--- src/core/sys_protect_pkg.sv ---
package sys_protect_pkg;

    // register byte addresses on the apb window
    localparam logic [7:0] ADDR_CTRL    = 8'h00;
    localparam logic [7:0] ADDR_SERVICE = 8'h04;
    localparam logic [7:0] ADDR_CAUSE   = 8'h08;
    localparam logic [7:0] ADDR_FREEZE  = 8'h0C;
    localparam logic [7:0] ADDR_STATUS  = 8'h10;

    // service sequence bytes
    localparam logic [7:0] SERVICE_ARM  = 8'h55;
    localparam logic [7:0] SERVICE_FIRE = 8'hAA;

    // watchdog prescaler divides by 512
    localparam int         PRESCALE_W   = 9;
    localparam logic [8:0] PRESCALE_TOP = 9'h1FF;

    // timeout divider exponents after the optional prescaler, per timing code
    localparam int         WD_CNT_W     = 15;
    localparam logic [3:0] WD_EXP [4]   = '{4'h9, 4'hB, 4'hD, 4'hF};

    // bus monitor limits in system clocks, per timing code
    localparam int         BM_CNT_W     = 7;
    localparam logic [6:0] BM_LIMIT [4] = '{7'h40, 7'h20, 7'h10, 7'h08};

    // protection control layout, bit 7 down to bit 0
    typedef struct packed {
        logic       watchdog_enable;
        logic       watchdog_prescale;
        logic [1:0] watchdog_timing;
        logic       halt_monitor_enable;
        logic       external_bus_monitor_enable;
        logic [1:0] bus_monitor_timing;
    } ctrl_t;

    // protection control reset values (prescale comes from the strap)
    localparam logic       RST_WD_ENABLE  = 1'b1;
    localparam logic [1:0] RST_WD_TIMING  = 2'h0;
    localparam logic       RST_HALT_EN    = 1'b1;
    localparam logic       RST_EXT_BM_EN  = 1'b0;
    localparam logic [1:0] RST_BM_TIMING  = 2'h0;

    // reset cause layout, bit 7 down to bit 0
    typedef struct packed {
        logic       external;
        logic       power_up;
        logic       watchdog;
        logic       halt;
        logic [3:0] unused;
    } cause_t;

    // freeze control layout
    localparam int FRZ_TIMERS_BIT = 0;
    localparam int FRZ_BM_BIT     = 1;

    // status layout
    localparam int STAT_ARMED_BIT  = 0;
    localparam int STAT_BUS_ERROR_BIT   = 1;
    localparam int STAT_CODE_LSB   = 2;
    localparam int STAT_LOCKED_BIT = 5;
    localparam int STAT_TEST_BIT   = 6;

    // view of the internal bus cycle being timed
    typedef struct packed {
        logic cycle_active;
        logic cycle_external;
        logic cycle_by_external_master;
        logic interrupt_acknowledge_cycle;
        logic data_size_acknowledge;
        logic autovector_request;
        logic arbitration_done;
        logic arbitration_won;
    } bus_view_t;

    typedef enum logic [0:0] {
        SVC_IDLE  = 1'b0,
        SVC_ARMED = 1'b1
    } svc_state_t;

endpackage

--- src/core/system_protection_monitors.sv ---
`timescale 1ns/1ps
// Behaviour
// RULE_01: control register write-once outside test mode
// RULE_02: test mode allows control writes always
// RULE_03: enable bit turns watchdog on/off
// RULE_04: prescale bit divides watchdog clock by 512
// RULE_05: prescale resets to inverse of mode pin
// RULE_06: code selects timeout of 2^9..2^24 periods
// RULE_07: new timeout applies after service sequence
// RULE_08: halt enable bit gates halt reset
// RULE_09: external enable extends monitoring to external cycles
// RULE_10: timing field gives 64/32/16/8 clocks
// RULE_11: count unanswered clocks, raise bus error
// RULE_12: internal always; external only self-started
// RULE_13: external masters need own monitor
// RULE_14: halt assertion causes reset unless inhibited
// RULE_15: halt reset sets halt cause flag
// RULE_16: no arbitration in acknowledge raises error
// RULE_17: enabled watchdog resets on timeout
// RULE_18: software writes 0x55 then 0xAA
// RULE_19: service register writable, reads zero
// RULE_20: watchdog reset sets watchdog cause flag
// RULE_21: freeze stops watchdog when enabled
// RULE_22: freeze disables bus monitor when enabled
// RULE_23: counter restarts on service or reset
// RULE_24: other byte leaves sequence unfinished
module system_protection_monitors
    import sys_protect_pkg::*;
(
    // clock and reset
    input  wire logic        clk,
    input  wire logic        resetn,
    input  wire logic        power_up,
    // pins
    input  wire logic        test_mode,
    input  wire logic        clock_mode_select_pin,
    input  wire logic        osc_in,
    // core side
    input  wire logic        freeze,
    input  wire logic        halt_in,
    input  wire bus_view_t   bus,
    // apb slave
    input  wire logic        psel,
    input  wire logic        penable,
    input  wire logic        pwrite,
    input  wire logic [7:0]  paddr,
    input  wire logic [31:0] pwdata,
    output logic             pready,
    output logic [31:0]      prdata,
    output logic             pslverr,
    // monitor outputs
    output logic             bus_error,
    output logic             watchdog_reset,
    output logic             halt_reset
);

    // test and oscillator pins are asynchronous to clk and may go
    // metastable, so each passes three flops before use
    // pin synchronisers, three stages each
    logic [2:0]  test_sync_q;
    logic [2:0]  mode_sync_q;
    logic [2:0]  osc_sync_q;
    logic        test_q;
    logic        mode_q;
    logic        osc_q;
    logic        osc_tick;

    // registers and state
    ctrl_t       ctrl_q;
    logic        locked_q;
    logic [1:0]  frz_q;
    cause_t      cause_q;
    logic        active_prescale_q;
    logic [1:0]  active_timing_q;
    svc_state_t  svc_q;
    logic [PRESCALE_W-1:0] presc_q;
    logic [WD_CNT_W-1:0]   wd_cnt_q;
    logic [BM_CNT_W-1:0]   bm_cnt_q;
    logic        bus_error_q;
    logic        wd_rst_q;
    logic        halt_rst_q;
    logic        halt_prev_q;
    logic        resetn_q;
    logic        wd_pending_q;
    logic        halt_pending_q;

    // decoded bus strobes
    logic        wr_access;
    logic        setup;
    logic        wr_ctrl;
    logic        wr_service;
    logic        wr_freeze;
    logic        service_done;

    // watchdog and monitor terms
    logic        wd_run;
    logic        div_tick;
    logic [WD_CNT_W-1:0] wd_mask;
    logic        wd_expire;
    logic        bm_frozen;
    logic        bm_watch;
    logic        bm_answered;
    logic        bm_timeout;
    logic        spurious;

    // three-flop synchronisers; stage 1 feeds only stage 2
    always_ff @(posedge clk) begin
        if (!resetn) begin
            test_sync_q <= 3'h0;
            osc_sync_q  <= 3'h0;
        end else begin
            test_sync_q <= {test_sync_q[1:0], test_mode};
            osc_sync_q  <= {osc_sync_q[1:0], osc_in};
        end
    end

    // mode pin chain keeps running in reset so the strap is seen at release
    // the strap has no reset of its own; only its level in reset matters
    always_ff @(posedge clk) begin
        mode_sync_q <= {mode_sync_q[1:0], clock_mode_select_pin};
    end

    // filtered levels change only when stages two and three agree
    // a one-cycle glitch on a pin never reaches the logic
    always_ff @(posedge clk) begin
        if (!resetn) begin
            test_q <= 1'b0;
            osc_q  <= 1'b0;
        end else begin
            if (test_sync_q[1] == test_sync_q[2]) begin
                test_q <= test_sync_q[2];
            end
            if (osc_sync_q[1] == osc_sync_q[2]) begin
                osc_q <= osc_sync_q[2];
            end
        end
    end

    // strap level, tracked through reset and frozen afterwards
    always_ff @(posedge clk) begin
        if (!resetn && (mode_sync_q[1] == mode_sync_q[2])) begin
            mode_q <= mode_sync_q[2];
        end
    end

    // one tick per rising edge of the oscillator input
    // the filtered level lags the chain, so a tick lasts one clock
    assign osc_tick = osc_sync_q[1] && osc_sync_q[2] && !osc_q;

    // apb decode; writes take effect at the access edge
    // a locked control write is dropped silently, with no error answer
    // every register answers at once, so pready is tied high
    assign setup      = psel && !penable;
    assign wr_access  = psel && penable && pwrite;
    assign wr_ctrl    = wr_access && (paddr == ADDR_CTRL) && (test_q || !locked_q); // RULE_01 RULE_02
    assign wr_service = wr_access && (paddr == ADDR_SERVICE); // RULE_19
    assign wr_freeze  = wr_access && (paddr == ADDR_FREEZE);
    assign service_done = wr_service && (svc_q == SVC_ARMED)
                          && (pwdata[7:0] == SERVICE_FIRE);
    assign pready     = 1'b1;

    // protection control register and its write-once lock
    // any reset clears the lock; a test mode write leaves it as it was
    always_ff @(posedge clk) begin
        if (!resetn) begin
            ctrl_q.watchdog_enable             <= RST_WD_ENABLE;
            ctrl_q.watchdog_prescale           <= ~mode_q; // RULE_05
            ctrl_q.watchdog_timing             <= RST_WD_TIMING;
            ctrl_q.halt_monitor_enable         <= RST_HALT_EN;
            ctrl_q.external_bus_monitor_enable <= RST_EXT_BM_EN;
            ctrl_q.bus_monitor_timing          <= RST_BM_TIMING;
            locked_q                           <= 1'b0;
        end else if (wr_ctrl) begin
            ctrl_q   <= ctrl_t'(pwdata[7:0]);
            locked_q <= locked_q || !test_q; // RULE_01
        end
    end

    // freeze control register
    // bit 0 holds the watchdog, bit 1 the bus monitor, while frozen
    always_ff @(posedge clk) begin
        if (!resetn) begin
            frz_q <= 2'h0;
        end else if (wr_freeze) begin
            frz_q <= pwdata[1:0];
        end
    end

    // service sequence: 0x55 arms, 0xAA fires, anything else is ignored
    // a repeated 0x55 stays armed; other accesses in between do no harm
    always_ff @(posedge clk) begin
        if (!resetn) begin
            svc_q <= SVC_IDLE;
        end else if (wr_service) begin
            case (svc_q)
                SVC_IDLE: begin
                    if (pwdata[7:0] == SERVICE_ARM) begin
                        svc_q <= SVC_ARMED;
                    end
                end
                SVC_ARMED: begin
                    if (pwdata[7:0] == SERVICE_FIRE) begin
                        svc_q <= SVC_IDLE;
                    end
                end
                default: begin
                    svc_q <= SVC_IDLE;
                end
            endcase
        end
    end

    // timeout selection in force, updated only by a completed service
    // a new code stays dormant until serviced, so a runaway program
    // cannot change the period with a single stray write
    always_ff @(posedge clk) begin
        if (!resetn) begin
            active_prescale_q <= ~mode_q; // RULE_05
            active_timing_q   <= RST_WD_TIMING;
        end else if (service_done) begin
            active_prescale_q <= ctrl_q.watchdog_prescale; // RULE_07
            active_timing_q   <= ctrl_q.watchdog_timing; // RULE_07
        end
    end

    // watchdog clocking: optional divide by 512 ahead of the divider
    // the mask is all ones below the selected exponent
    assign wd_run   = ctrl_q.watchdog_enable && !(freeze && frz_q[FRZ_TIMERS_BIT]); // RULE_03 RULE_21
    assign div_tick = osc_tick && (!active_prescale_q || (presc_q == PRESCALE_TOP)); // RULE_04
    assign wd_mask  = WD_CNT_W'((16'h0001 << WD_EXP[active_timing_q]) - 16'h0001); // RULE_06
    assign wd_expire = wd_run && div_tick && (wd_cnt_q == wd_mask); // RULE_17

    // prescaler, held with the watchdog
    // a service clears it as well, so the full period restarts
    always_ff @(posedge clk) begin
        if (!resetn || service_done) begin
            presc_q <= '0;
        end else if (wd_run && osc_tick) begin
            presc_q <= presc_q + 9'h001;
        end
    end

    // timeout divider; a service or a timeout restarts the full period
    always_ff @(posedge clk) begin
        if (!resetn || service_done || wd_expire) begin
            wd_cnt_q <= '0; // RULE_23 RULE_24
        end else if (wd_run && div_tick) begin
            wd_cnt_q <= wd_cnt_q + 15'h0001; // RULE_17
        end
    end

    // watchdog reset request, one cycle
    // the pulse is looped back into resetn outside this block
    always_ff @(posedge clk) begin
        if (!resetn) begin
            wd_rst_q <= 1'b0;
        end else begin
            wd_rst_q <= wd_expire; // RULE_17
        end
    end

    // halt monitor: rising halt requests a reset when enabled
    // only the rising edge counts; halt_prev_q clears in reset, so a halt still high at release counts again
    always_ff @(posedge clk) begin
        if (!resetn) begin
            halt_prev_q <= 1'b0;
            halt_rst_q  <= 1'b0;
        end else begin
            halt_prev_q <= halt_in;
            halt_rst_q  <= halt_in && !halt_prev_q && ctrl_q.halt_monitor_enable; // RULE_08 RULE_14
        end
    end

    // bus monitor eligibility and answer
    // external cycles of an external master are never timed here; such a system
    // must watch its external bus itself and clear the external enable
    assign bm_frozen   = freeze && frz_q[FRZ_BM_BIT]; // RULE_22
    assign bm_watch    = bus.cycle_active && !bm_frozen
                         && (!bus.cycle_external // RULE_12
                             || (ctrl_q.external_bus_monitor_enable // RULE_09
                                 && !bus.cycle_by_external_master)); // RULE_12 RULE_13
    assign bm_answered = bus.interrupt_acknowledge_cycle ? bus.autovector_request
                                                         : bus.data_size_acknowledge; // RULE_11
    assign bm_timeout  = bm_watch && !bm_answered
                         && (bm_cnt_q == BM_LIMIT[ctrl_q.bus_monitor_timing]); // RULE_10 RULE_11
    assign spurious    = bus.cycle_active && bus.interrupt_acknowledge_cycle
                         && bus.arbitration_done && !bus.arbitration_won; // RULE_16

    // response-time counter, restarted by an answer or the end of a cycle
    // the count stops at the limit, so a long cycle cannot wrap it
    always_ff @(posedge clk) begin
        if (!resetn || !bus.cycle_active || bm_answered) begin
            bm_cnt_q <= '0;
        end else if (bm_watch && !bus_error_q && !bm_timeout) begin
            bm_cnt_q <= bm_cnt_q + 7'h01; // RULE_11
        end
    end

    // bus error holds until the cycle ends
    // a new timeout wins over the clear at the end of a cycle
    always_ff @(posedge clk) begin
        if (!resetn) begin
            bus_error_q <= 1'b0;
        end else if (bm_timeout || spurious) begin
            bus_error_q <= 1'b1; // RULE_11 RULE_16
        end else if (!bus.cycle_active) begin
            bus_error_q <= 1'b0;
        end
    end

    // reset edge tracker for the cause register
    always_ff @(posedge clk) begin
        resetn_q <= resetn;
    end

    // pending cause survives the reset it requested, cleared at release
    // the request pulse comes while resetn is still high, so the cause
    // is parked here until reset is entered
    always_ff @(posedge clk) begin
        if (power_up) begin
            wd_pending_q   <= 1'b0;
            halt_pending_q <= 1'b0;
        end else if (wd_rst_q || halt_rst_q) begin
            wd_pending_q   <= wd_pending_q || wd_rst_q;
            halt_pending_q <= halt_pending_q || halt_rst_q;
        end else if (resetn && !resetn_q) begin
            wd_pending_q   <= 1'b0;
            halt_pending_q <= 1'b0;
        end
    end

    // cause register, loaded on entry to reset; one flag at a time
    // power-up overrides every other cause
    always_ff @(posedge clk) begin
        if (power_up) begin
            cause_q          <= '0;
            cause_q.power_up <= 1'b1;
        end else if (!resetn && resetn_q) begin
            cause_q          <= '0;
            cause_q.watchdog <= wd_pending_q; // RULE_20
            cause_q.halt     <= halt_pending_q && !wd_pending_q; // RULE_15
            cause_q.external <= !wd_pending_q && !halt_pending_q;
        end
    end

    // read data and error answer, captured in the setup phase
    // reads have no side effects, so capturing early is safe
    always_ff @(posedge clk) begin
        if (!resetn) begin
            prdata  <= 32'h0000_0000;
            pslverr <= 1'b0;
        end else if (setup) begin
            prdata  <= 32'h0000_0000;
            pslverr <= 1'b0;
            case (paddr)
                ADDR_CTRL:    prdata[7:0] <= ctrl_q;
                ADDR_SERVICE: prdata      <= 32'h0000_0000; // RULE_19
                ADDR_CAUSE:   prdata[7:0] <= cause_q;
                ADDR_FREEZE:  prdata[1:0] <= frz_q;
                ADDR_STATUS: begin
                    prdata[STAT_ARMED_BIT]  <= (svc_q == SVC_ARMED);
                    prdata[STAT_BUS_ERROR_BIT]   <= bus_error_q;
                    prdata[STAT_CODE_LSB+:3] <= {active_prescale_q, active_timing_q};
                    prdata[STAT_LOCKED_BIT] <= locked_q;
                    prdata[STAT_TEST_BIT]   <= test_q;
                end
                default: begin
                    pslverr <= 1'b1;
                end
            endcase
        end
    end

    // registered monitor outputs
    // all three leave flops, so no glitch reaches the reset logic
    assign bus_error      = bus_error_q;
    assign watchdog_reset = wd_rst_q;
    assign halt_reset     = halt_rst_q;

endmodule

--- config.mk ---
export PLATFORM = sky130hd
export DESIGN_NAME = system_protection_monitors
export DESIGN_NICKNAME = d
export VERILOG_FILES = /design/src/core/sys_protect_pkg.sv /design/src/core/system_protection_monitors.sv
export SDC_FILE = /design/constraint.sdc
export NUM_CORES = 1
export LEC_CHECK = 0
export ABC_AREA = 0
export BUFFER_PORTS_ARGS = -buffer_cell sky130_fd_sc_hd__buf_2
export CORE_MARGIN = 2
export CORE_UTILIZATION = 53
export CTS_CLUSTER_SIZE = 25
export DETAILED_ROUTE_END_ITERATION = 10
export GPL_ROUTABILITY_DRIVEN = 0
export PLACE_DENSITY = 0.88
export REMOVE_ABC_BUFFERS = 1
export SLEW_MARGIN = 30
export SYNTH_ARGS = -nofsm -noshare
export SYNTH_HDL_FRONTEND = slang
export SYNTH_SLANG_ARGS = --single-unit
--- constraint.sdc ---
create_clock -name clk -period 3 [get_ports clk]
set_clock_uncertainty 0.15 [all_clocks]
set_input_delay 0 -clock clk [delete_from_list [all_inputs] [get_ports clk]]
set_output_delay 0 -clock clk [all_outputs]
set_load 0.01 [all_outputs]
## Word-level counts from Yosys, hierarchy flattened

Cells that the tools add are included.

| operators by class | value |
|---|---|
| add/subtract/negate cells | 4 |
| $lt $le $gt $ge | 2 |
| eq/ne operators | 15 |
| shift operators | 1 |
| mux-type cells | 23 |
| bitwise logic cells | 4 |
| reductions and logical operators | 69 |

Operators by type and width:

| cell | count |
|---|---|
| 1-bit logical AND | 35 |
| 7-bit two-way mux | 4 |
| 1-bit zero test | 19 |
| 8-bit by 4-bit == test with 1-bit output (second input constant) | 2 |
| 15-bit by 1-bit adder with 15-bit output (second input constant) | 1 |
| 15-bit == test | 1 |
| 5-bit one-hot mux with 3 select lines | 1 |
| 1-bit by 4-bit left shift with 15-bit output (first input constant) | 1 |
| 15-bit by 1-bit subtractor with 15-bit output (second input constant) | 1 |
| 7-bit binary-select mux with 2-bit select | 1 |
| 1-bit logical OR | 12 |
| 1-bit two-way mux | 11 |
| 9-bit by 1-bit adder with 9-bit output (second input constant) | 1 |
| 9-bit == test (second input constant) | 1 |
| 4-bit binary-select mux with 2-bit select | 1 |
| 8-bit by 3-bit == test with 1-bit output (second input constant) | 1 |
| 8-bit by 5-bit == test with 1-bit output (second input constant) | 1 |
| 8-bit by 7-bit == test with 1-bit output (second input constant) | 1 |
| 8-bit == test (second input constant) | 1 |
| 8-bit zero test | 1 |
| 4-bit two-way mux | 2 |
| 7-bit by 1-bit adder with 7-bit output (second input constant) | 1 |
| 7-bit == test | 1 |
| 3-bit >= comparator (second input constant) | 2 |
| 8 further kinds | 15 |

| storage, ports and cells | value |
|---|---|
| bits in registers | 78 |
| bits of input ports | 59 |
| output and inout port bits | 37 |
| logic and storage cells | 151 |

## Longest topological paths before layout

Gate-level depths: netlist of run 1.

| logic depth | value |
|---|---|
| word-level depth | 9 |
| gate-level depth with buffers | 9 |
| mapped depth without buffers | 9 |

## Worst setup path before layout of run 1

OpenSTA, ideal clock, no wires.

| path | value |
|---|---|
| path kind | reg2reg |
| from | register presc_q[0] |
| to | register wd_cnt_q[12] |
| arrival time | 2,040 ps |
| required time | 2,776 ps |
| setup slack | 736 ps |
| stages on the path, launching flop included | 10 |
| buffers on the path | 0 |
| period minus slack after synthesis | 2,264 ps |
| cells stage by stage | dfxtp_1 -> ha_1 -> nand3_1 -> nor2_1 -> ha_1 -> nand2b_1 -> and3_1 -> nand3_2 -> or4b_1 -> a31oi_1 |

| between the ends | value |
|---|---|
| longest elaborated chain between the ends | 6 |

Ends and longest elaborated chain:

| what | line | RTL |
|---|---|---|
| start: declaration | system_protection_monitors.sv:76 | `logic [PRESCALE_W-1:0] presc_q;` |
| start signal: assignment | system_protection_monitors.sv:239 | `presc_q <= presc_q + 9'h001;` |
| 9-bit == test * | system_protection_monitors.sv:229 | `assign div_tick = osc_tick && (!active_prescale_q \|\| (presc_q == PRESCALE_TOP));` |
| 1-bit logical OR * | system_protection_monitors.sv:229 |  |
| 1-bit logical AND * | system_protection_monitors.sv:229 |  |
| 1-bit logical AND * | system_protection_monitors.sv:231, system_protection_monitors.sv:247 |  |
| 1-bit logical AND | system_protection_monitors.sv:231 | `assign wd_expire = wd_run && div_tick && (wd_cnt_q == wd_mask);` |
| 1-bit logical OR | system_protection_monitors.sv:245 | `if (!resetn \|\| service_done \|\| wd_expire) begin` |
| end signal: assignment | system_protection_monitors.sv:248 | `wd_cnt_q <= wd_cnt_q + 15'h0001;` |
| end: declaration | system_protection_monitors.sv:77 | `logic [WD_CNT_W-1:0] wd_cnt_q;` |

Every way passes the cells marked *; elsewhere a longest branch is shown, timed or not.
A chain may end at the register's enable or synchronous reset.

## Final worst setup path of run 1

| path | value |
|---|---|
| from | input port paddr[7] |
| to | register pslverr |

| between the ends | value |
|---|---|
| longest elaborated chain between the ends | 3 |
| elaborated cells on any way between the ends | 7 |
| classes of those cells | eq/ne: 4; mux: 1; reduce/logical: 2 |

Ends and longest elaborated chain:

| what | line | RTL |
|---|---|---|
| start: declaration | system_protection_monitors.sv:46 | `input wire logic [7:0] paddr,` |
| 8-bit by 3-bit == test with 1-bit output, or another cell as far along | system_protection_monitors.sv:355 | `case (paddr)` |
| 5-bit OR reduction (no line) * | -- |  |
| 1-bit two-way mux * | system_protection_monitors.sv:355 |  |
| end signal: assignment | system_protection_monitors.sv:351 | `pslverr <= 1'b0;` |
| end signal: assignment | system_protection_monitors.sv:354 | `pslverr <= 1'b0;` |
| end signal: assignment | system_protection_monitors.sv:368 | `pslverr <= 1'b1;` |
| end: declaration | system_protection_monitors.sv:50 | `output logic pslverr,` |

Marked as above.

==> run summary, run 1 <==
=================================================================================
Result of the run                                                       completed
Count of clock tree sinks                                                      78
Post-synthesis sequential area ratio                                        42.6%
Number of buffers added on ports                                               46
Post-route worst hold slack                                             0.0204 ns
Endpoint of the worst-slack reg-to-reg timing path                   wd_cnt_q[12]$_SDFFE_PP0P_
CP max FO                                                                       4
Post-synth EDFFs                                                                3
Register-to-register setup slack                                          0.53 ns
R2R cell count                                                                  9
GRT Resource Usage Total                                                    22.3%
Leading cell type in the layout, fill and taps excluded                   dfxtp_1
Clock slew seen by the registers of the worst setup and hold paths        0.08 ns
Post-DP Area                                                             3970 um2
Pre-antenna DRT Iters                                                           4
Reg-to-reg startpoint                                                presc_q[3]$_SDFFE_PP0P_
Yosys cell types                                                               59
Total wire length                                                         8200 um
Later-pin clock latency in the skew report                                0.35 ns
Crit path required time                                                   3.09 ns
Number of max-capacitance violations reported                                   0
Post-synthesis async set-or-reset flop share                                   0%
Number of flip-flops and latches in the synthesized netlist                    78
Worst hold stages                                                               4
Maximum number of pins on one net before global-route repair                   23
Leading cell types in the layout, fill and taps excluded             dfxtp_1, nor2_1, buf_2, nand2_1
Post-CTS setup buffers                                                          0
Synthesis Warnings                                                              0
Initial antenna violation count                                                 0
Maximum buffer depth of the clock tree                                          2
Worst Setup Path Type                                                input pin to flip-flop
Final setup margin                                                       0.489 ns
Area of the core region                                                  6790 um2
Most area-hungry cell type in the Yosys netlist                           dfxtp_1
H-tree levels                                                                   3
Worst hold start                                                           bus[3]
Synth-to-layout area growth                                                 19.5%
Fin crit share                                                              83.7%
Vias per inst                                                                5.44
Type of origin of the critical path                                     input pin
Fraction of layout instances using a drive strength above 1                 15.8%
Total via count in the routed design                                         3169
Pre-CTS setup slack                                                      0.540 ns
Max-slew violation total from the final report                                  0
Cells after Synth                                                             409
Fin util                                                                    65.7%
Number of I/O pins                                                             96
Static Leakage                                                            1.83 nW
DR DRC count                                                                    0
Avg WL per Cell                                                           14.1 um
Leading post-synthesis cells by cell area                            dfxtp_1, mux2i_1, buf_4
Power density cells                                                    488 nW/um2
Total design power                                                        2.18 mW
Wire length of the first global-routing pass                             13400 um
Die extent in y                                                           88.0 um
Signal arrival time at the worst endpoint                                 2.61 ns
Worst Setup End Kind                                                    flip-flop
Setup repair after global routing missed its margin                            no
Die area                                                                 7740 um2
Final ANT Viol Nets                                                             0
Design Area, Final                                                       4460 um2
WHS Endpoint                                                         bm_cnt_q[4]$_SDFFE_PP0P_
Class of the tightest hold or removal check                          input pin to flip-flop
Prevailing post-synth register cell                                       dfxtp_1
Root buffer cell                                                         clkbuf_8
Starting Density                                                            55.0%
Filler-free cell count of the finished design                                 583
Cell Count Post-Placement                                                     542
Clock tree from TritonCTS                                                     yes
Hold Fails Final Rpt                                                            0
Netlist area before placement                                            3740 um2
Vias in the first global route                                               2951
Inserted Clock Buffers                                                          9
Nets                                                                          548
DP HPWL                                                                   5850 um
Antenna fix cells                                                               0
Die width                                                                 88.0 um
Initial DRC count                                                             167
Total negative slack                                                         0 ns
Maximum frequency from static timing analysis                           0.398 GHz
Endpoints failing setup                                                         0
Minimum clock period                                                      2.51 ns
Proportion of netlist area held by the largest area contributor             40.2%
Mapped Avg Cell Area                                                     9.14 um2
Worst voltage drop across the vdd grid                                 0.000313 V
Number of rows in the core area                                                30
Total congestion overflow after global routing                                  0
=================================================================================
-- kinds of logic (layout without fill, tap and decap cells) --
logic type / after synthesis / in the layout / share of synthesized area [%]
simple gates: 180 / 180 / 25.9
flops: 78 / 78 / 42.6
compound gates: 52 / 52 / 10.2
buf+inv: 43 / 98 / 7.00
xor+xnor: 24 / 24 / 5.62
mux: 23 / 23 / 6.16
fa+ha+maj: 7 / 7 / 2.34
other cells: 2 / 25 / 0.201
-- critical path, cell delays in order --
cell,delay [ns]
dlygate4sd3_1,0.55
buf_2,0.12
or4_4,0.46
dlygate4sd3_1,0.59
nor2_1,0.20
a31oi_1,0.11
dlygate4sd3_1,0.56
-- registers in the layout, indices dropped and copies added, names as in the netlist, 2 cells and up --
register / flops
active_timing_q: 2
bm_cnt_q: 7
cause_q: 4
ctrl_q: 8
frz_q: 2
mode_sync_q: 3
osc_sync_q: 3
prdata: 8
presc_q: 9
test_sync_q: 3
wd_cnt_q: 15
-- where the power goes --
part / total [mW] / internal [mW] / switching, mW
Sequential: 1.07 / 1.06 / 0.00877
Combinational: 0.151 / 0.0649 / 0.0858
Clock: 0.963 / 0.599 / 0.363
Total: 2.18 / 1.72 / 0.458
-- synthesized netlist by cell type (3+ instances only) --
master	n
a21oi_1	15
a31oi_1	4
a32o_1	3
and2_1	8
and3_1	7
buf_4	26
clkbuf_1	6
dfxtp_1	75
edfxtp_1	3
ha_1	7
inv_1	8
mux2i_1	23
nand2_1	33
nand2b_1	10
nand3_1	14
nand4_1	9
nor2_1	52
nor3_1	9
nor4_1	6
o21ai_0	11
or3_1	7
xnor2_1	12
xor2_1	12
-- worst max path at each step --
stage                                  from                         to  slack (ns)  cells past startpoint
finish                             paddr[7]       pslverr$_SDFFE_PN0P_        0.49                      7
global route        presc_q[0]$_SDFFE_PP0P_  wd_cnt_q[12]$_SDFFE_PP0P_        0.33                      9
CTS                 presc_q[3]$_SDFFE_PP0P_  wd_cnt_q[12]$_SDFFE_PP0P_        0.51                      9
detailed placement  presc_q[0]$_SDFFE_PP0P_  wd_cnt_q[12]$_SDFFE_PP0P_        0.54                      9
global placement    presc_q[0]$_SDFFE_PP0P_  wd_cnt_q[12]$_SDFFE_PP0P_        0.59                      9
floorplan           presc_q[0]$_SDFFE_PP0P_  wd_cnt_q[12]$_SDFFE_PP0P_        0.72                      9
-- area by class of cell --
cell class,instances,area [um2]
Clock inverter,3,90.1
Timing Repair Buffer,74,503
Multi-Input combinational cell,311,1970
Clock buffer,13,159
Fill cell,522,2330
Tap cell,96,120
Sequential cell,78,1590
Inverter,8,30.0
-- layer usage --
layer  vias to the layer above  GRT usage, %  routed length [um]
met1                      1494          27.7                3540
met2                       122          37.4                3980
li1                       1539             -                   -
met4                         0          9.65                 136
met5                         -             0                   0
met3                        14          4.62                 545
-- repair_timing --
item,4_1_cts,5_1_grt
resized for setup,0,0
endpoints found under the setup margin,0,0
hold buffers,25,0
hold endpoints to repair,36,0
Power figures use the tool's default switching activity.
==> inputs of run 2 (changes only) <==
==> constraint.sdc (replaced) <==
create_clock -name clk -period 2.5 [get_ports clk]
set_clock_uncertainty 0.15 [all_clocks]
set_input_delay 0 -clock clk [delete_from_list [all_inputs] [get_ports clk]]
set_output_delay 0 -clock clk [all_outputs]
set_load 0.01 [all_outputs]
==> run summary, run 2 (same netlist as run 1, synthesis figures left out) <==
=================================================================================
Die area                                                                 7740 um2   unchanged
H-tree levels                                                                   3   unchanged
Minimum clock period                                                      2.41 ns
Maximum frequency from static timing analysis                           0.415 GHz
Root buffer cell                                                         clkbuf_8
First element of the critical path                                   ctrl_q[1]$_SDFFE_PN0P_
Nets                                                                          552   +0.73%
Result of the run                                                       completed
Die width                                                                 88.0 um   unchanged
Total via count in the routed design                                         3114   -1.7%
Clock tree from TritonCTS                                                     yes
Later-pin clock latency in the skew report                                0.36 ns   about the same
R2R cell count                                                                  6   -3
Largest registers                                                    wd_cnt_q (15), presc_q (9)
Max-slew violation total from the final report                                  0   unchanged
Fill cells                                                                    545   +4.4%
DR DRC count                                                                    0   unchanged
CP max FO                                                                       8   +4
Type of origin of the critical path                                     flip-flop
Reg with most FFs                                                        wd_cnt_q
Total design power                                                        2.38 mW   +9.1%
Worst Setup End Kind                                                    flip-flop
Inserted Clock Buffers                                                          9   unchanged
Number of rows in the core area                                                30   unchanged
Worst hold stages                                                               5   +1
Sequential cell area                                                     1590 um2   unchanged
Avg WL per Cell                                                           13.9 um   -1.4%
Initial antenna violation count                                                 0   unchanged
Signal arrival time at the worst endpoint                                 2.56 ns   -0.05 ns
Wire length of the first global-routing pass                             13300 um   -0.67%
Endpoint of the worst-slack reg-to-reg timing path                   bus_error$_SDFFE_PN0P_
Design Area, Final                                                       4440 um2   -0.48%
DP HPWL                                                                   5700 um   -2.6%
Class of the tightest hold or removal check                          input pin to flip-flop
Number of I/O pins                                                             96   unchanged
Count of clock tree sinks                                                      78   unchanged
Final ANT Viol Nets                                                             0   unchanged
GRT Resource Usage Total                                                    22.3%   about the same
Leading cell types in the layout, fill and taps excluded             dfxtp_1, nor2_1, buf_2, nand2_1, conb_1
Crit path capture                                                    bus_error$_SDFFE_PN0P_
Total congestion overflow after global routing                                  0   unchanged
Number of max-capacitance violations reported                                   0   unchanged
Total wire length                                                         8140 um   -0.76%
Antenna fix cells                                                               0   unchanged
Area of the core region                                                  6790 um2   unchanged
Worst Setup Path Type                                                flip-flop to flip-flop
Vias per inst                                                                5.30   -2.4%
Static Leakage                                                            1.81 nW   -0.99%
Fin crit share                                                              96.5%
Leading cell type in the layout, fill and taps excluded                   dfxtp_1
Post-DP Area                                                             3990 um2   +0.57%
Crit path required time                                                   2.65 ns   -0.44 ns
Fraction of layout instances using a drive strength above 1                 17.3%   +1.5 points
Number of buffers added on ports                                               46   unchanged
Initial DRC count                                                             126   -25%
Maximum buffer depth of the clock tree                                          2   unchanged
Register-to-register setup slack                                          0.09 ns   -0.44 ns
Pre-antenna DRT Iters                                                           4   unchanged
Power density cells                                                    535 nW/um2   +9.7%
Clock slew seen by the registers of the worst setup and hold paths        0.08 ns   about the same
Worst voltage drop across the vdd grid                                 0.000287 V   -8.5%
Synth-to-layout area growth                                                 18.9%
Starting Density                                                            55.0%   unchanged
Reg-to-reg startpoint                                                ctrl_q[1]$_SDFFE_PN0P_
Hold Fails Final Rpt                                                            0   unchanged
Maximum number of pins on one net before global-route repair                   24   +4.3%
Combined area of the multi-input logic cells                             1980 um2   +0.57%
Vias in the first global route                                               2929   -0.75%
Endpoints failing setup                                                         0   unchanged
Largest register FFs                                                           15   unchanged
Die extent in y                                                           88.0 um   unchanged
=================================================================================
[run 2: cell count changes in the layout (fill, tap and decap cells not counted), sizes merged]
cell | before | now
clkinv | 0 | 3
dlygate4sd3 | 25 | 24
buf | 49 | 54
clkbuf | 13 | 9
bufinv | 3 | 1
clkinvlp | 0 | 3
[run 2: stage by stage]
stage | std cells | setup slack (ns) | TNS, ns | util (%) | hold WS (ns)
floorplan | 397 | 0.220 | 0 | - | -0.122
global placement | 545 | 0.265 | 0 | 58.7 | -0.0441
detailed placement | 545 | 0.152 | 0 | 58.7 | -0.0438
CTS | 585 | 0.0462 | 0 | 65.0 | 0.0401
global route | 587 | -0.00626 | -0.00626 | 65.4 | 0.0629
finish | 587 | 0.0881 | 0 | 65.4 | 0.0408
[run 2: worst min path at each step]
stage	from	to	slack, ns
floorplan	clock_mode_select_pin	mode_sync_q[0]$_DFF_P_	-0.12
global placement	clock_mode_select_pin	mode_sync_q[0]$_DFF_P_	-0.04
detailed placement	clock_mode_select_pin	mode_sync_q[0]$_DFF_P_	-0.04
CTS	paddr[5]	svc_q$_SDFFE_PN0N_	0.04
global route	paddr[5]	svc_q$_SDFFE_PN0N_	0.06
finish	paddr[5]	svc_q$_SDFFE_PN0N_	0.04
[run 2: routing by layer]
metal	GRT usage (%)	part of all wire [%]	vias up
met4	10.3	2.4	0
met3	3.20	4.8	17
met2	37.7	48	103
met1	28.0	45	1452
met5	0	0	-
li1	-	-	1542
[run 2: layout make-up]
type / instances / share of cell area, %
flip-flops and latches: 78 / 35.8
inverters: 8 / 0.676
clock buffers: 9 / 2.79
clock inverters: 7 / 1.46
well taps: 96 / 2.70
multi-input cells: 311 / 44.6
repair buffers: 78 / 11.9
[run 2: repair_timing]
action                                  in CTS  in global routing
hold buffers                                24                  0
endpoints found under the hold margin       40                  0
endpoints found under the setup margin       0                  4
gates resized for setup                      0                  3
buffers inserted                             0                  2
[run 2: power breakdown]
part / total (mW) / switching, mW / internal [mW]
registers: 1.28 / 0.0105 / 1.27
logic: 0.181 / 0.102 / 0.0786
clock network: 0.919 / 0.467 / 0.452
[run 2: critical path, cell delays in order (launching register included)]
cell	delay, ns
dfxtp_1	0.39
or3b_2	0.49
a21oi_1	0.20
o2111ai_2	0.21
o22a_1	0.27
dlygate4sd3_1	0.56
nor2_1	0.08
==> inputs of run 3 (changes only) <==
--- a/config.mk
+++ b/config.mk
@@ -8,11 +8,11 @@
 export ABC_AREA = 0
 export BUFFER_PORTS_ARGS = -buffer_cell sky130_fd_sc_hd__buf_2
 export CORE_MARGIN = 2
-export CORE_UTILIZATION = 53
+export CORE_UTILIZATION = 25
 export CTS_CLUSTER_SIZE = 25
 export DETAILED_ROUTE_END_ITERATION = 10
 export GPL_ROUTABILITY_DRIVEN = 0
-export PLACE_DENSITY = 0.88
+export PLACE_DENSITY = 0.52
 export REMOVE_ABC_BUFFERS = 1
 export SLEW_MARGIN = 30
 export SYNTH_ARGS = -nofsm -noshare
==> run summary, run 3 (same netlist as run 1, synthesis figures left out) <==
========================================================================================
Synth-to-layout area growth                                                        25.5%
Count of clock tree sinks                                                             78   unchanged
R2R cell count                                                                         6   unchanged
Minimum clock period                                                             2.29 ns   -0.122 ns
Max-slew violation total from the final report                                         0   unchanged
Worst Setup End Kind                                                           flip-flop
H-tree levels                                                                          3   unchanged
Clock slew seen by the registers of the worst setup and hold paths               0.06 ns   -0.02 ns
Total design power                                                               2.94 mW   +24%
Root buffer cell                                                               clkbuf_16
Total wire length                                                                8270 um   +1.6%
Final ANT Viol Nets                                                                    0   unchanged
Area of the core region                                                        14600 um2   +110%
Total congestion overflow after global routing                                         0   unchanged
Vias per inst                                                                       4.52   -15%
Critical path depth                                                                    6   unchanged
Largest register FFs                                                                  15   unchanged
Result of the run                                                              completed
Number of I/O pins                                                                    96   unchanged
Total negative slack                                                                0 ns   unchanged
Largest registers                                                           wd_cnt_q (15), presc_q (9)
DP HPWL                                                                          6120 um   +7.4%
Vias in the first global route                                                      2847   -2.8%
Worst slew margin relative to its limit                                            64.8%
Leading cell type in the layout, fill and taps excluded                          dfxtp_1
Pre-antenna DRT Iters                                                                  4   unchanged
Die area                                                                       15900 um2   +110%
Wire length of the first global-routing pass                                    14000 um   +5.2%
Worst voltage drop across the vdd grid                                        0.000361 V   +26%
Fin util                                                                           32.1%   -33 points
Fin crit share                                                                     91.6%   -4.9 points
Sequential cell area                                                            1590 um2   unchanged
Later-pin clock latency in the skew report                                       0.33 ns   -0.03 ns
Maximum number of pins on one net before global-route repair                          24   unchanged
Fill cells                                                                          1524   +180%
First element of the critical path                                          ctrl_q[1]$_SDFFE_PN0P_
Crit path buffers/inverters                                                            1   unchanged
Number of rows in the core area                                                       44   +47%
CP max FO                                                                              8   unchanged
Filler-free cell count of the finished design                                        673   +15%
Reg with most FFs                                                               wd_cnt_q
Die width                                                                         126 um   +44%
Combined area of the multi-input logic cells                                    1990 um2   +0.25%
Setup repair after global routing missed its margin                                   no
Crit path required time                                                          2.63 ns   -0.02 ns
Signal arrival time at the worst endpoint                                        2.42 ns   -0.14 ns
Power density cells                                                           628 nW/um2   +17%
GRT Resource Usage Total                                                           10.8%   -11 points
Maximum frequency from static timing analysis                                  0.437 GHz   +5.3%
Critical path, cell by cell                                                 or3b_2, a21oi_1, o2111ai_2, o22a_1, dlygate4sd3_1, nor2_1
Reg-to-reg startpoint                                                       ctrl_q[1]$_SDFFE_PN0P_
Initial antenna violation count                                                        0   unchanged
Delay of the slowest cell on the worst path                                      0.55 ns   about the same
Type of origin of the critical path                                            flip-flop
Avg WL per Cell                                                                  12.3 um   -11%
Maximum buffer depth of the clock tree                                                 2   unchanged
Post-route worst hold slack                                                   0.00829 ns   -0.0325 ns
Register-to-register setup slack                                                 0.21 ns   +0.12 ns
Initial DRC count                                                                     88   -30%
Cell Count Post-Placement                                                            633   +16%
Hold Fails Final Rpt                                                                   0   unchanged
Fraction of layout instances using a drive strength above 1                        17.4%   +0.071 points
Number of buffers added on ports                                                      46   unchanged
Endpoints failing setup                                                                0   unchanged
Class of the tightest hold or removal check                                 input pin to flip-flop
Crit path capture                                                           bus_error$_SDFFE_PN0P_
Worst hold stages                                                                      5   unchanged
Category of cells accounting for the largest share of critical-path delay   compound AO/OA/AOI/OAI gates
Leading cell types in the layout, fill and taps excluded                    dfxtp_1, nor2_1, buf_2, nand2_1, conb_1
Endpoint of the worst-slack reg-to-reg timing path                          bus_error$_SDFFE_PN0P_
Number of max-capacitance violations reported                                          0   unchanged
Static Leakage                                                                   1.87 nW   +3.5%
Inserted Clock Buffers                                                                 9   unchanged
DR DRC count                                                                           0   unchanged
Worst Setup Path Type                                                       flip-flop to flip-flop
Die extent in y                                                                   126 um   +44%
Clock tree from TritonCTS                                                            yes
Crit-path slowest cell                                                      dlygate4sd3_1
Total via count in the routed design                                                3039   -2.4%
Antenna fix cells                                                                      0   unchanged
Slew at the pin with the worst max-slew slack                                   0.527 ns
Nets                                                                                 550   -0.36%
Starting Density                                                                   25.6%   -29 points
========================================================================================
==> run 3: cell types whose count changed in the layout (fill, tap and decap cells not counted) <==
cell | before | now
nand2b_4 | 0 | 1
clkbuf_16 | 0 | 9
clkbuf_1 | 0 | 1
nand2b_2 | 1 | 0
clkinvlp_4 | 3 | 1
bufinv_16 | 1 | 3
buf_4 | 8 | 7
dlygate4sd3_1 | 24 | 23
clkinv_1 | 2 | 0
clkbuf_8 | 9 | 0
inv_4 | 0 | 1
==> run 3: worst min-delay path by stage <==
stage,startpoint,end,slack (ns)
after floorplan,clock_mode_select_pin,mode_sync_q[0]$_DFF_P_,-0.12
after global placement,clock_mode_select_pin,mode_sync_q[0]$_DFF_P_,-0.04
after detailed placement,clock_mode_select_pin,mode_sync_q[0]$_DFF_P_,-0.04
after CTS,paddr[7],locked_q$_SDFFE_PN0P_,0.002
after global routing,paddr[5],locked_q$_SDFFE_PN0P_,0.03
final,paddr[7],locked_q$_SDFFE_PN0P_,0.008
==> run 3: layout make-up <==
| class | count | area share (%) |
|---|---|---|
| Inverter | 8 | 0.640 |
| Clock buffer | 10 | 4.88 |
| Timing Repair Buffer | 76 | 10.9 |
| Clock inverter | 6 | 2.32 |
| Multi-Input combinational cell | 311 | 42.4 |
| Tap cell | 184 | 4.91 |
| Sequential cell | 78 | 33.9 |
==> run 3: worst min-delay path: cells and delay by family <==
| family | cells | cell delay (ns) |
|---|---|---|
| and+or+nand+nor | 3 | 0.26 |
| AOI/OAI and AO/OA | 1 | 0.12 |
| buffers and inverters | 1 | 0.08 |
==> run 3: repair_timing <==
item | in CTS | in global routing
hold endpoints to repair | 35 | 0
resized for setup | 0 | 3
setup buffers | 0 | 1
setup endpoints to repair | 0 | 2
hold buffers | 23 | 0
==> run 3: where the power goes <==
group	total [mW]	internal (mW)	switching (mW)
clock	1.48	0.974	0.507
combinational	0.181	0.0779	0.103
sequential	1.28	1.27	0.0113
==> run 3: through the flow <==
| stage | setup WS (ns) | cell area, um2 |
|---|---|---|
| 3_5_place_dp | 0.177 | 4100 |
| 6_report | 0.210 | 4690 |
| 3_3_place_gp | 0.213 | 4100 |
| 5_1_grt | 0.0315 | 4690 |
| 4_1_cts | 0.0686 | 4670 |
| 2_1_floorplan | 0.220 | 3590 |
==> run 3: layer usage <==
layer	up-vias	share of wire [%]	GRT usage, %
met1	1422	49	14.3
met5	-	0	0
met4	0	1.3	3.68
met3	9	4.5	3.23
li1	1544	-	-
met2	64	45	16.8
